[src/shared/cpld_pkg.sv]
package cpld_pkg;

	// ****************************************
	// Sizes
	// ****************************************
	localparam int LIT_W = 11;
	localparam int PT_N = 5;
	localparam int GOE_N = 6;
	localparam int SYNC_W = 5;
	localparam int ADDR_W = 8;

	// ****************************************
	// Register map
	// ****************************************
	localparam logic [7:0] OFS_CTRL = 8'h00;
	localparam logic [7:0] OFS_CLK = 8'h04;
	localparam logic [7:0] OFS_ROLE = 8'h08;
	localparam logic [7:0] OFS_IO = 8'h0c;
	localparam logic [7:0] OFS_GOE = 8'h10;
	localparam logic [7:0] OFS_STATUS = 8'h14;
	localparam logic [7:0] OFS_PT0 = 8'h20;
	localparam logic [7:0] OFS_STEP = 8'h04;
	localparam logic [31:0] CFG_RST = 32'h0000_0000;
	localparam logic [1:0] RESP_OKAY = 2'h0;
	localparam logic [1:0] RESP_SLVERR = 2'h2;

	// ****************************************
	// Field positions
	// ****************************************
	localparam int CTRL_FT_LSB = 0;
	localparam int CTRL_BYP = 2;
	localparam int CTRL_CLKM_LSB = 3;
	localparam int CTRL_GCLR = 5;
	localparam int CTRL_XOR = 6;
	localparam int CTRL_PEXP = 7;
	localparam int CTRL_FAST = 8;
	localparam int CTRL_AUX_LSB = 12;
	localparam int CTRL_SHR_LSB = 16;
	localparam int CLK_N0_PIN = 0;
	localparam int CLK_N0_INV = 1;
	localparam int CLK_N1_PIN = 2;
	localparam int CLK_N1_INV = 3;
	localparam int CLK_NET_SEL = 4;
	localparam int ROLE_W = 2;
	localparam int IO_OE_LSB = 0;
	localparam int IO_GOE_LSB = 4;
	localparam int GOE_W = 4;
	localparam int PT_TRUE_LSB = 0;
	localparam int PT_COMP_LSB = 16;

	// ****************************************
	// Dedicated inputs and pin sync slots
	// ****************************************
	localparam int DED_CLK_A = 0;
	localparam int DED_CLR_N = 1;
	localparam int DED_OE_A = 2;
	localparam int DED_OE_B = 3;
	localparam int SYNC_IO = 4;

	// ****************************************
	// Types
	// ****************************************
	typedef enum logic [1:0] {
		FF_D = 2'h0, FF_T = 2'h1, FF_JK = 2'h2, FF_SR = 2'h3
	} ff_kind_type;
	typedef enum logic [1:0] {
		CLK_GLOBAL = 2'h0, CLK_GATED = 2'h1, CLK_ARRAY = 2'h2
	} clk_mode_type;
	typedef enum logic [1:0] {
		ROLE_LOGIC = 2'h0, ROLE_PRESET = 2'h1, ROLE_CLEAR = 2'h2,
		ROLE_CLOCK = 2'h3
	} role_type;
	typedef enum logic [1:0] {
		OE_GND = 2'h0, OE_VCC = 2'h1, OE_GLOBAL = 2'h2
	} oe_src_type;
	typedef enum logic [2:0] {
		GOE_A = 3'h0, GOE_A_N = 3'h1, GOE_B = 3'h2, GOE_B_N = 3'h3,
		GOE_PIN = 3'h4, GOE_CELL = 3'h5
	} goe_src_type;
	typedef enum logic [1:0] {
		PH_POWERUP = 2'b01, PH_RUN = 2'b10
	} phase_type;

	typedef struct packed {
		logic [SYNC_W-1:0] s1;
		logic [SYNC_W-1:0] s2;
		logic [SYNC_W-1:0] s3;
		logic [SYNC_W-1:0] clean;
	} sync_state_type;

	typedef struct packed {
		phase_type phase;
		logic aw_full;
		logic [ADDR_W-1:0] aw_addr;
		logic w_full;
		logic [31:0] w_data;
		logic [3:0] w_strb;
		logic bvalid;
		logic [1:0] bresp;
		logic rvalid;
		logic [31:0] rdata;
		logic [1:0] rresp;
		logic [31:0] ctrl;
		logic [31:0] clkc;
		logic [31:0] role;
		logic [31:0] ioc;
		logic [31:0] goe;
		logic [PT_N-1:0][31:0] pt;
		logic clk_prev;
		logic q;
		logic out;
		logic oe;
	} cell_state_type;

endpackage

[src/cpld_macrocell.sv]
// Behaviour
// - Four dedicated inputs: clock, clear, two enables.
// - Five product terms per macrocell.
// - Each term routes to logic or register controls.
// - Shareable inverted feedback; parallel terms borrowed.
// - Register acts as D, T, JK or SR.
// - Register bypass drives combinational result out.
// - Clock from global, gated global or array.
// - Gated mode updates only when enable high.
// - Array clock term sees buried cells, pins.
// - Two clock nets, true or inverted pins.
// - Term preset and clear, active high, asynchronous.
// - Optional global clear pin, active low.
// - Enhanced variant powers up high or low.
// - Other variants power up low.
// - Fast pin path straight into register.
// - Pin direction via enable: off, on, global.
// - Six global enable nets with selectable sources.
//
// The implementer's own choices: the register offsets and the AXI4-Lite slave port.
`timescale 1ns/1ps
`default_nettype none

module cpld_macrocell #(
	parameter bit ENHANCED = 1'b1,
	parameter bit POWERUP_HIGH = 1'b0
) (
	input wire logic sys_clk,
	input wire logic rstn,
	input wire logic [cpld_pkg::ADDR_W-1:0] awaddr,
	input wire logic awvalid,
	output logic awready,
	input wire logic [31:0] wdata,
	input wire logic [3:0] wstrb,
	input wire logic wvalid,
	output logic wready,
	output logic [1:0] bresp,
	output logic bvalid,
	input wire logic bready,
	input wire logic [cpld_pkg::ADDR_W-1:0] araddr,
	input wire logic arvalid,
	output logic arready,
	output logic [31:0] rdata,
	output logic [1:0] rresp,
	output logic rvalid,
	input wire logic rready,
	input wire logic [3:0] ded_in,
	input wire logic io_pin_in,
	output logic io_pin_out,
	output logic io_pin_oe,
	input wire logic [3:0] array_in,
	input wire logic par_exp_in,
	input wire logic share_exp_in,
	output logic share_exp_out,
	output logic cell_out
);

	// ****************************************
	// Reset release and pin synchronisers
	// ****************************************
	logic [1:0] rst_sync_q;
	logic rst_n_int;

	always_ff @(posedge sys_clk or negedge rstn) begin
		if (!rstn) begin
			rst_sync_q <= 2'b00;
		end else begin
			rst_sync_q <= {rst_sync_q[0], 1'b1};
		end
	end
	assign rst_n_int = rst_sync_q[1];

	logic [cpld_pkg::SYNC_W-1:0] pin_s;
	logic [3:0] ded_s;
	logic io_s;

	pin_sync3 u_sync (
		.sys_clk(sys_clk),
		.rst_n_int(rst_n_int),
		.pin_raw({io_pin_in, ded_in}),
		.pin_clean(pin_s)
	);
	assign ded_s = pin_s[3:0];
	assign io_s = pin_s[cpld_pkg::SYNC_IO];

	cpld_pkg::cell_state_type s_q;
	cpld_pkg::cell_state_type s_d;

	// ****************************************
	// Helpers
	// ****************************************
	function automatic logic [31:0] wr_merge(input logic [31:0] old,
		input logic [31:0] data, input logic [3:0] strb);
		logic [31:0] r;
		r = old;
		for (int b = 0; b < 4; b++) begin
			if (strb[b]) begin
				r[b*8 +: 8] = data[b*8 +: 8];
			end
		end
		return r;
	endfunction

	function automatic logic [7:0] pt_ofs(input int i);
		return cpld_pkg::OFS_PT0 + 8'(i) * cpld_pkg::OFS_STEP;
	endfunction

	function automatic logic addr_ok(input logic [7:0] a);
		logic ok;
		ok = (a == cpld_pkg::OFS_CTRL) || (a == cpld_pkg::OFS_CLK) ||
			(a == cpld_pkg::OFS_ROLE) || (a == cpld_pkg::OFS_IO) ||
			(a == cpld_pkg::OFS_GOE) || (a == cpld_pkg::OFS_STATUS);
		for (int i = 0; i < cpld_pkg::PT_N; i++) begin
			ok = ok | (a == pt_ofs(i));
		end
		return ok;
	endfunction

	function automatic cpld_pkg::role_type role_of(input logic [31:0] w,
		input int i);
		return cpld_pkg::role_type'(w[i*cpld_pkg::ROLE_W +: cpld_pkg::ROLE_W]);
	endfunction

	function automatic logic pick(input logic [cpld_pkg::PT_N-1:0] v,
		input logic [2:0] idx);
		return (32'(idx) < cpld_pkg::PT_N) ? v[idx] : 1'b0;
	endfunction

	// ****************************************
	// Product terms
	// ****************************************
	logic [cpld_pkg::LIT_W-1:0] lit;
	logic [cpld_pkg::PT_N-1:0] pt;
	logic [cpld_pkg::PT_N-1:0] is_logic;
	logic [cpld_pkg::PT_N-1:0] is_preset;
	logic [cpld_pkg::PT_N-1:0] is_clear;
	logic [cpld_pkg::PT_N-1:0] is_clock;

	// Terms see array inputs, dedicated inputs, the pin, the cell itself
	// and a shareable expander from a neighbour.
	assign lit = {share_exp_in, s_q.q, io_s, ded_s, array_in};

	genvar gi;
	generate
		for (gi = 0; gi < cpld_pkg::PT_N; gi++) begin : g_pt
			logic [cpld_pkg::LIT_W-1:0] tm;
			logic [cpld_pkg::LIT_W-1:0] cm;
			assign tm = s_q.pt[gi][cpld_pkg::PT_TRUE_LSB +: cpld_pkg::LIT_W];
			assign cm = s_q.pt[gi][cpld_pkg::PT_COMP_LSB +: cpld_pkg::LIT_W];
			assign pt[gi] = &(lit | ~tm) & &(~lit | ~cm);
			assign is_logic[gi] =
				role_of(s_q.role, gi) == cpld_pkg::ROLE_LOGIC;
			assign is_preset[gi] = role_of(s_q.role, gi) == cpld_pkg::ROLE_PRESET;
			assign is_clear[gi] = role_of(s_q.role, gi) == cpld_pkg::ROLE_CLEAR;
			assign is_clock[gi] = role_of(s_q.role, gi) == cpld_pkg::ROLE_CLOCK;
		end
	endgenerate

	// ****************************************
	// Cell logic
	// ****************************************
	cpld_pkg::ff_kind_type ff_kind;
	cpld_pkg::clk_mode_type clk_mode;
	logic sum_or;
	logic comb;
	logic aux;
	logic d_in;
	logic preset;
	logic clear;
	logic net0;
	logic net1;
	logic gnet;
	logic clk_term;
	logic clk_src;
	logic clk_edge;
	logic clk_en;
	logic ff_next;

	assign ff_kind = cpld_pkg::ff_kind_type'(s_q.ctrl[cpld_pkg::CTRL_FT_LSB +: 2]);
	assign clk_mode =
		cpld_pkg::clk_mode_type'(s_q.ctrl[cpld_pkg::CTRL_CLKM_LSB +: 2]);
	assign sum_or = |(pt & is_logic) |
		(s_q.ctrl[cpld_pkg::CTRL_PEXP] & par_exp_in);
	assign comb = sum_or ^ s_q.ctrl[cpld_pkg::CTRL_XOR];
	assign share_exp_out =
		~pick(pt, s_q.ctrl[cpld_pkg::CTRL_SHR_LSB +: 3]);
	assign aux = pick(pt, s_q.ctrl[cpld_pkg::CTRL_AUX_LSB +: 3]);
	assign d_in = s_q.ctrl[cpld_pkg::CTRL_FAST] ? io_s : comb;
	assign preset = |(pt & is_preset);
	assign clear = |(pt & is_clear) | (s_q.ctrl[cpld_pkg::CTRL_GCLR] &
		~ded_s[cpld_pkg::DED_CLR_N]);

	assign net0 = (s_q.clkc[cpld_pkg::CLK_N0_PIN] ? ded_s[cpld_pkg::DED_OE_B] :
		ded_s[cpld_pkg::DED_CLK_A]) ^ s_q.clkc[cpld_pkg::CLK_N0_INV];
	assign net1 = (s_q.clkc[cpld_pkg::CLK_N1_PIN] ? ded_s[cpld_pkg::DED_OE_B] :
		ded_s[cpld_pkg::DED_CLK_A]) ^ s_q.clkc[cpld_pkg::CLK_N1_INV];
	assign gnet = s_q.clkc[cpld_pkg::CLK_NET_SEL] ? net1 : net0;
	assign clk_term = |(pt & is_clock);
	assign clk_src = (clk_mode == cpld_pkg::CLK_ARRAY) ? clk_term : gnet;
	assign clk_edge = clk_src & ~s_q.clk_prev;
	assign clk_en = (clk_mode == cpld_pkg::CLK_GATED) ? clk_term : 1'b1;

	always_comb begin
		unique case (ff_kind)
			cpld_pkg::FF_D: ff_next = d_in;
			cpld_pkg::FF_T: ff_next = s_q.q ^ d_in;
			cpld_pkg::FF_JK: ff_next = (d_in & ~s_q.q) | (~aux & s_q.q);
			cpld_pkg::FF_SR: ff_next = d_in | (~aux & s_q.q);
		endcase
	end

	// ****************************************
	// Global output enables
	// ****************************************
	logic [cpld_pkg::GOE_N-1:0] goe_net;
	cpld_pkg::oe_src_type oe_src;
	logic [2:0] goe_idx;
	logic oe_now;

	generate
		for (gi = 0; gi < cpld_pkg::GOE_N; gi++) begin : g_goe
			cpld_pkg::goe_src_type src;
			assign src = cpld_pkg::goe_src_type'(
				s_q.goe[gi*cpld_pkg::GOE_W +: 3]);
			always_comb begin
				case (src)
					cpld_pkg::GOE_A: goe_net[gi] = ded_s[cpld_pkg::DED_OE_A];
					cpld_pkg::GOE_A_N: goe_net[gi] = ~ded_s[cpld_pkg::DED_OE_A];
					cpld_pkg::GOE_B: goe_net[gi] = ded_s[cpld_pkg::DED_OE_B];
					cpld_pkg::GOE_B_N: goe_net[gi] = ~ded_s[cpld_pkg::DED_OE_B];
					cpld_pkg::GOE_PIN: goe_net[gi] = io_s;
					cpld_pkg::GOE_CELL: goe_net[gi] = s_q.out;
					default: goe_net[gi] = 1'b0;
				endcase
			end
		end
	endgenerate

	assign oe_src = cpld_pkg::oe_src_type'(s_q.ioc[cpld_pkg::IO_OE_LSB +: 2]);
	assign goe_idx = s_q.ioc[cpld_pkg::IO_GOE_LSB +: 3];

	always_comb begin
		case (oe_src)
			cpld_pkg::OE_VCC: oe_now = 1'b1;
			cpld_pkg::OE_GLOBAL:
				oe_now = (32'(goe_idx) < cpld_pkg::GOE_N) ? goe_net[goe_idx] : 1'b0;
			default: oe_now = 1'b0;
		endcase
	end

	// ****************************************
	// Bus slave and state update
	// ****************************************
	logic aw_hs;
	logic w_hs;
	logic ar_hs;
	logic have_aw;
	logic have_w;
	logic [7:0] waddr;
	logic [31:0] wd;
	logic [3:0] ws;
	logic [31:0] status;

	assign awready = ~s_q.aw_full & ~s_q.bvalid;
	assign wready = ~s_q.w_full & ~s_q.bvalid;
	assign arready = ~s_q.rvalid;
	assign aw_hs = awvalid & awready;
	assign w_hs = wvalid & wready;
	assign ar_hs = arvalid & arready;
	assign have_aw = s_q.aw_full | aw_hs;
	assign have_w = s_q.w_full | w_hs;
	assign waddr = s_q.aw_full ? s_q.aw_addr : awaddr;
	assign wd = s_q.w_full ? s_q.w_data : wdata;
	assign ws = s_q.w_full ? s_q.w_strb : wstrb;
	assign status = {24'h00_0000, s_q.oe, gnet, clk_term, io_s, aux, comb,
		s_q.out, s_q.q};

	always_comb begin
		s_d = s_q;
		if (have_aw && have_w) begin
			s_d.aw_full = 1'b0;
			s_d.w_full = 1'b0;
			s_d.bvalid = 1'b1;
			s_d.bresp = addr_ok(waddr) ? cpld_pkg::RESP_OKAY :
				cpld_pkg::RESP_SLVERR;
			case (waddr)
				cpld_pkg::OFS_CTRL: s_d.ctrl = wr_merge(s_q.ctrl, wd, ws);
				cpld_pkg::OFS_CLK: s_d.clkc = wr_merge(s_q.clkc, wd, ws);
				cpld_pkg::OFS_ROLE: s_d.role = wr_merge(s_q.role, wd, ws);
				cpld_pkg::OFS_IO: s_d.ioc = wr_merge(s_q.ioc, wd, ws);
				cpld_pkg::OFS_GOE: s_d.goe = wr_merge(s_q.goe, wd, ws);
				default: ;
			endcase
			for (int i = 0; i < cpld_pkg::PT_N; i++) begin
				if (waddr == pt_ofs(i)) begin
					s_d.pt[i] = wr_merge(s_q.pt[i], wd, ws);
				end
			end
		end else begin
			if (aw_hs) begin
				s_d.aw_full = 1'b1;
				s_d.aw_addr = awaddr;
			end
			if (w_hs) begin
				s_d.w_full = 1'b1;
				s_d.w_data = wdata;
				s_d.w_strb = wstrb;
			end
		end
		if (s_q.bvalid && bready) begin
			s_d.bvalid = 1'b0;
		end
		if (ar_hs) begin
			s_d.rvalid = 1'b1;
			s_d.rresp = addr_ok(araddr) ? cpld_pkg::RESP_OKAY :
				cpld_pkg::RESP_SLVERR;
			s_d.rdata = 32'h0000_0000;
			case (araddr)
				cpld_pkg::OFS_CTRL: s_d.rdata = s_q.ctrl;
				cpld_pkg::OFS_CLK: s_d.rdata = s_q.clkc;
				cpld_pkg::OFS_ROLE: s_d.rdata = s_q.role;
				cpld_pkg::OFS_IO: s_d.rdata = s_q.ioc;
				cpld_pkg::OFS_GOE: s_d.rdata = s_q.goe;
				cpld_pkg::OFS_STATUS: s_d.rdata = status;
				default: ;
			endcase
			for (int i = 0; i < cpld_pkg::PT_N; i++) begin
				if (araddr == pt_ofs(i)) begin
					s_d.rdata = s_q.pt[i];
				end
			end
		end else if (s_q.rvalid && rready) begin
			s_d.rvalid = 1'b0;
		end

		s_d.clk_prev = clk_src;
		// Reset can only load a constant, so the configured power-up level
		// is applied in the first cycle after release.
		unique case (s_q.phase)
			cpld_pkg::PH_POWERUP: begin
				s_d.q = ENHANCED & POWERUP_HIGH;
				s_d.phase = cpld_pkg::PH_RUN;
			end
			cpld_pkg::PH_RUN: begin
				if (clear) begin
					s_d.q = 1'b0;
				end else if (preset) begin
					s_d.q = 1'b1;
				end else if (clk_edge && clk_en) begin
					s_d.q = ff_next;
				end
			end
			default: s_d.phase = cpld_pkg::PH_POWERUP;
		endcase
		s_d.out = s_q.ctrl[cpld_pkg::CTRL_BYP] ? comb : s_d.q;
		s_d.oe = oe_now;
	end

	always_ff @(posedge sys_clk or negedge rst_n_int) begin
		if (!rst_n_int) begin
			s_q <= '{phase: cpld_pkg::PH_POWERUP, ctrl: cpld_pkg::CFG_RST,
				clkc: cpld_pkg::CFG_RST, role: cpld_pkg::CFG_RST,
				ioc: cpld_pkg::CFG_RST, goe: cpld_pkg::CFG_RST, default: '0};
		end else begin
			s_q <= s_d;
		end
	end

	assign bvalid = s_q.bvalid;
	assign bresp = s_q.bresp;
	assign rvalid = s_q.rvalid;
	assign rdata = s_q.rdata;
	assign rresp = s_q.rresp;
	assign cell_out = s_q.out;
	assign io_pin_out = s_q.out;
	assign io_pin_oe = s_q.oe;

endmodule

`default_nettype wire

[src/pin_sync3.sv]
`timescale 1ns/1ps
`default_nettype none

module pin_sync3 (
	input wire logic sys_clk,
	input wire logic rst_n_int,
	input wire logic [cpld_pkg::SYNC_W-1:0] pin_raw,
	output logic [cpld_pkg::SYNC_W-1:0] pin_clean
);

	cpld_pkg::sync_state_type s_q;
	cpld_pkg::sync_state_type s_d;

	// The clean copy only moves when the second and third stages agree,
	// which filters one-cycle glitches caught near a sampling edge.
	always_comb begin
		s_d = s_q;
		s_d.s1 = pin_raw;
		s_d.s2 = s_q.s1;
		s_d.s3 = s_q.s2;
		s_d.clean = (s_q.s2 & s_q.s3) | (s_q.clean & (s_q.s2 ^ s_q.s3));
	end

	always_ff @(posedge sys_clk or negedge rst_n_int) begin
		if (!rst_n_int) begin
			s_q <= '0;
		end else begin
			s_q <= s_d;
		end
	end

	assign pin_clean = s_q.clean;

endmodule

`default_nettype wire

[config.mk]
export PLATFORM = sky130hd
export DESIGN_NAME = cpld_macrocell
export DESIGN_NICKNAME = d
export VERILOG_FILES = /design/src/shared/cpld_pkg.sv /design/src/cpld_macrocell.sv /design/src/pin_sync3.sv
export SDC_FILE = /design/constraint.sdc
export NUM_CORES = 1
export LEC_CHECK = 0
export ABC_AREA = 1
export ABC_CLOCK_PERIOD_IN_PS = 17500
export BUFFER_PORTS_ARGS = -buffer_cell sky130_fd_sc_hd__buf_4
export CAP_MARGIN = 0
export CORE_AREA = 2 2 188 190
export DETAILED_ROUTE_END_ITERATION = 8
export DIE_AREA = 0 0 190 192
export MAX_ROUTING_LAYER = met4
export PLACE_DENSITY = 0.82
export REMOVE_ABC_BUFFERS = 1
export SETUP_SLACK_MARGIN = 0.02
export SYNTH_ARGS = -nofsm -noshare
export SYNTH_HDL_FRONTEND = slang
export SYNTH_SLANG_ARGS = --single-unit
[constraint.sdc]
create_clock -name sys_clk -period 17.5 [get_ports sys_clk]
set_input_delay 0.875 -clock sys_clk [delete_from_list [all_inputs] [get_ports sys_clk]]
set_output_delay 0.875 -clock sys_clk [all_outputs]
set_load 0.1 [all_outputs]
==> run_results.csv <==
group,metric,value,unit
outcome,outcome,"finished clean",
setup_path,endpoint_kind,"output port",
synth,async_flop_share,100,%
synth,synth_edf_count,0,
grt,grt_pass1_wl,99600,um
grt,grt_overflow_total,0,
setup_path,crit_required,16620,ps
floorplanning,die_height,192,um
timing,clock_skew,21.2,ps
synth,ys_seq_elements,430,
setup_path,critPathArrivalTime,3340,ps
setup_path,crit_type,"flip-flop to output port",
synth,synth_area,20500,um^2
layout,drive_gt1_share,13.9,%
job,maxCapViolCount,0,
setup_path,timing.rr.start,"u_sync.pin_clean[3]$_DFF_PN0_",
synth,ys_dominant_reg_cell,"dfrtp_1",
clocking,cts_tree,"done",
route,wl_per_cell,22.1,um
floorplanning,row_count,68,
setup_path,cp_slowest_cell,"dfrtp_1",
timing,fin_crit_sh,24.1,%
clocking,cts.sinks,430,
route,drc,0,
grt,grt_usage,37.2,%
clocking,numCtsBuffers,45,
setup_path,reg2reg_slack,14260,ps
grt,antenna_found_initial,0,
timing,whs,86.8,ps
timing,timing.slew.headroom,14.5,%
floorplanning,core_area,34300,um^2
place,dpl-instance-area,21200,um^2
route,wl,64800,um
clocking,cts-resized-gates,0,
pwr,power_density,125,nW/um^2
setup_path,crit_path_frequent_cell,"nand2_1",
pwr,vdd.ir_drop.worst,0.000180,V
floorplanning,die_w,190,um
setup_path,critPathLaunchType,"flip-flop",
route,drt_iter0_markers,2033,
place,numPortBuffers,112,
synth,syn_avg_cell_area,8.53,um^2
synth,syn_inst,2406,
layout,final_nets,2530,
synth,ys_types,59,
clocking,clkSlewWorstSetupHoldPaths,60,ps
timing,setup_tns,0,ps
place,post-dp-hpwl,43400,um
floorplanning,boundaryPins,115,
layout,layout_commonest_cell,"nand2_1",
layout,mostFrequentLayoutCells,"nand2_1 (842), dfrtp_1 (428), o21ai_1 (230), o21ai_0 (186), buf_4 (130)",
timing,rsz0062_at_grt,"no",
timing,worst_slew_pin_slew,1280,ps
pwr,p_total,2.83,mW
clocking,cts_hold_buf,0,
timing,slew_violations,0,
clocking,cts_setup_buffers,0,
clocking,htree_levels,2,
layout,fin_area,22700,um^2
route,vias,17795,
layout,area_growth,10.7,%
grt,grt_start_max_net_pins,82,
timing,finalHoldViolCount,0,
grt,grt_pass1_vias,17142,
synth,ys.warnings.count,0,
route,ant_nets,0,
setup_path,ff2ff_path_depth,24,
route,dr.pass1.iters,6,
pwr,p_leak,10.9,nW
timing,setup_viol,0,
place,finalWeightedCongestion,0.991,
setup_path,crit_chain,"inv_2, nand2_1, nand2_1, nor2_1, nand2_1, nor2_2, nand2_2, o21ai_0, o21ai_0, a311oi_1, a41oi_1, buf_4",
floorplanning,die_area,36500,um^2
clocking,cts.path.max_buffers,3,
layout,fill_cells,2798,
synth,ys_seq_area_share,52.4,%
timing,max_freq,237,MHz
floorplanning,start_util,59.9,%
timing,fin_crit,4210,ps
worst_hold_path,hold_path_class,"input port to async pin",
setup_path,max_stage_delay,750,ps
setup_path,cp_max_fo,11,
clocking,root_buffer,"clkbuf_16",
clocking,clock_latency,570,ps
setup_path,r2r-end,"cell_out$_DFF_PN0_",
route,drt-vias-per-instance,6.06,
## synthesized netlist by cell type (3+ instances only)
cell type / n / area share (%)
nand2_1: 844 / 15
dfrtp_1: 429 / 52
o21ai_1: 230 / 5.6
o21ai_0: 186 / 4.5
inv_1: 117 / 2.1
nor2_1: 66 / 1.2
nand3_1: 62 / 1.5
a21oi_1: 56 / 1.4
buf_4: 41 / 1.5
nand2_2: 36 / 1.1
clkbuf_1: 35 / 0.64
a221oi_1: 30 / 1.3
buf_6: 30 / 1.6
buf_2: 27 / 0.66
o21ai_2: 26 / 1.1
nand4_1: 24 / 0.73
inv_2: 14 / 0.26
mux2_2: 14 / 0.77
nor2_4: 11 / 0.60
nor3_1: 11 / 0.27
ha_1: 10 / 0.61
nand2_4: 10 / 0.55
o221ai_1: 9 / 0.38
o211ai_1: 7 / 0.26
a21o_1: 6 / 0.22
mux2i_1: 6 / 0.29
nor2_2: 6 / 0.18
o22ai_1: 6 / 0.18
xor2_1: 5 / 0.21
nand3_2: 4 / 0.20
o2111ai_1: 4 / 0.17
a41oi_1: 3 / 0.13
inv_4: 3 / 0.091
nor2_8: 3 / 0.29
nor3_2: 3 / 0.15
## worst max-delay path, delay by kind of cell, from the launching register on
kind                   cells  cell delay [ps]
AND/OR/NAND/NOR            6              760
flip-flops                 1              750
buffers and inverters      2              630
AO/OA/AOI/OAI              4              630
## stage by stage
step           std cells  worst slack [ps]  utilization (%)
2_1_floorplan       2273              4630                -
4_1_cts             2936             13330             66.2
6_report            2937             13290             66.2
3_3_place_gp        2858             13680             61.8
5_1_grt             2936             13150             66.2
3_5_place_dp        2858             13660             61.8
## power by group
group | internal [mW] | leakage (nW) | total (mW) | switching (mW)
clock network | 0.591 | 0.745 | 0.994 | 0.403
registers | 1.11 | 5.85 | 1.21 | 0.107
logic | 0.153 | 4.29 | 0.622 | 0.468
total | 1.85 | 10.9 | 2.83 | 0.979
## cell families (layout without fill, tap and decap cells)
| kind of cell | after synthesis | in the layout | synth area share (%) |
|---|---|---|---|
| compound gates | 578 | 578 | 15.9 |
| xor+xnor | 5 | 5 | 0.213 |
| fa+ha+maj | 10 | 10 | 0.609 |
| buf+inv | 268 | 342 | 6.95 |
| flops | 430 | 430 | 52.4 |
| mux | 20 | 20 | 1.06 |
| other cells | 2 | 4 | 0.0366 |
| simple gates | 1093 | 1093 | 22.9 |
## worst max path at each step
stage | slack (ps) | start | to
floorplan | 4630 | rst_sync_q[1]$_DFF_PN0_ | bresp[1]$_DFFE_PN0P_
detailed placement | 13660 | araddr[7] | rdata[15]$_DFFE_PN0P_
global route | 13150 | u_sync.pin_clean[3]$_DFF_PN0_ | share_exp_out
CTS | 13330 | u_sync.pin_clean[3]$_DFF_PN0_ | share_exp_out
finish | 13290 | u_sync.pin_clean[3]$_DFF_PN0_ | share_exp_out
global placement | 13680 | araddr[7] | rdata[7]$_DFFE_PN0P_
## area by class of cell
type | count | area (um^2) | area share (%)
Antenna cell | 1 | 2.50 | 0.0110
Clock inverter | 13 | 188 | 0.826
Inverter | 134 | 510 | 2.25
Multi-Input combinational cell | 1709 | 8360 | 36.8
Tap cell | 455 | 569 | 2.51
Clock buffer | 65 | 1340 | 5.91
Sequential cell | 430 | 10800 | 47.4
Timing Repair Buffer | 130 | 976 | 4.30
## routing by layer
layer	GRT usage (%)	wire length, um
met1	49.5	25800
met2	56.4	29700
met3	7.07	6410
met4	15.9	2860
met5	-	0
## state kept, by name (all words and copies together) (netlist names), 3 cells and up
register          cells
s_q                 232
g_pt.cm              55
rdata                32
u_sync.s_q            5
g_goe.src            18
u_sync.s_d           10
u_sync.pin_clean      5
g_pt.tm              55
goe_idx               3
Power figures use the tool's default switching activity.
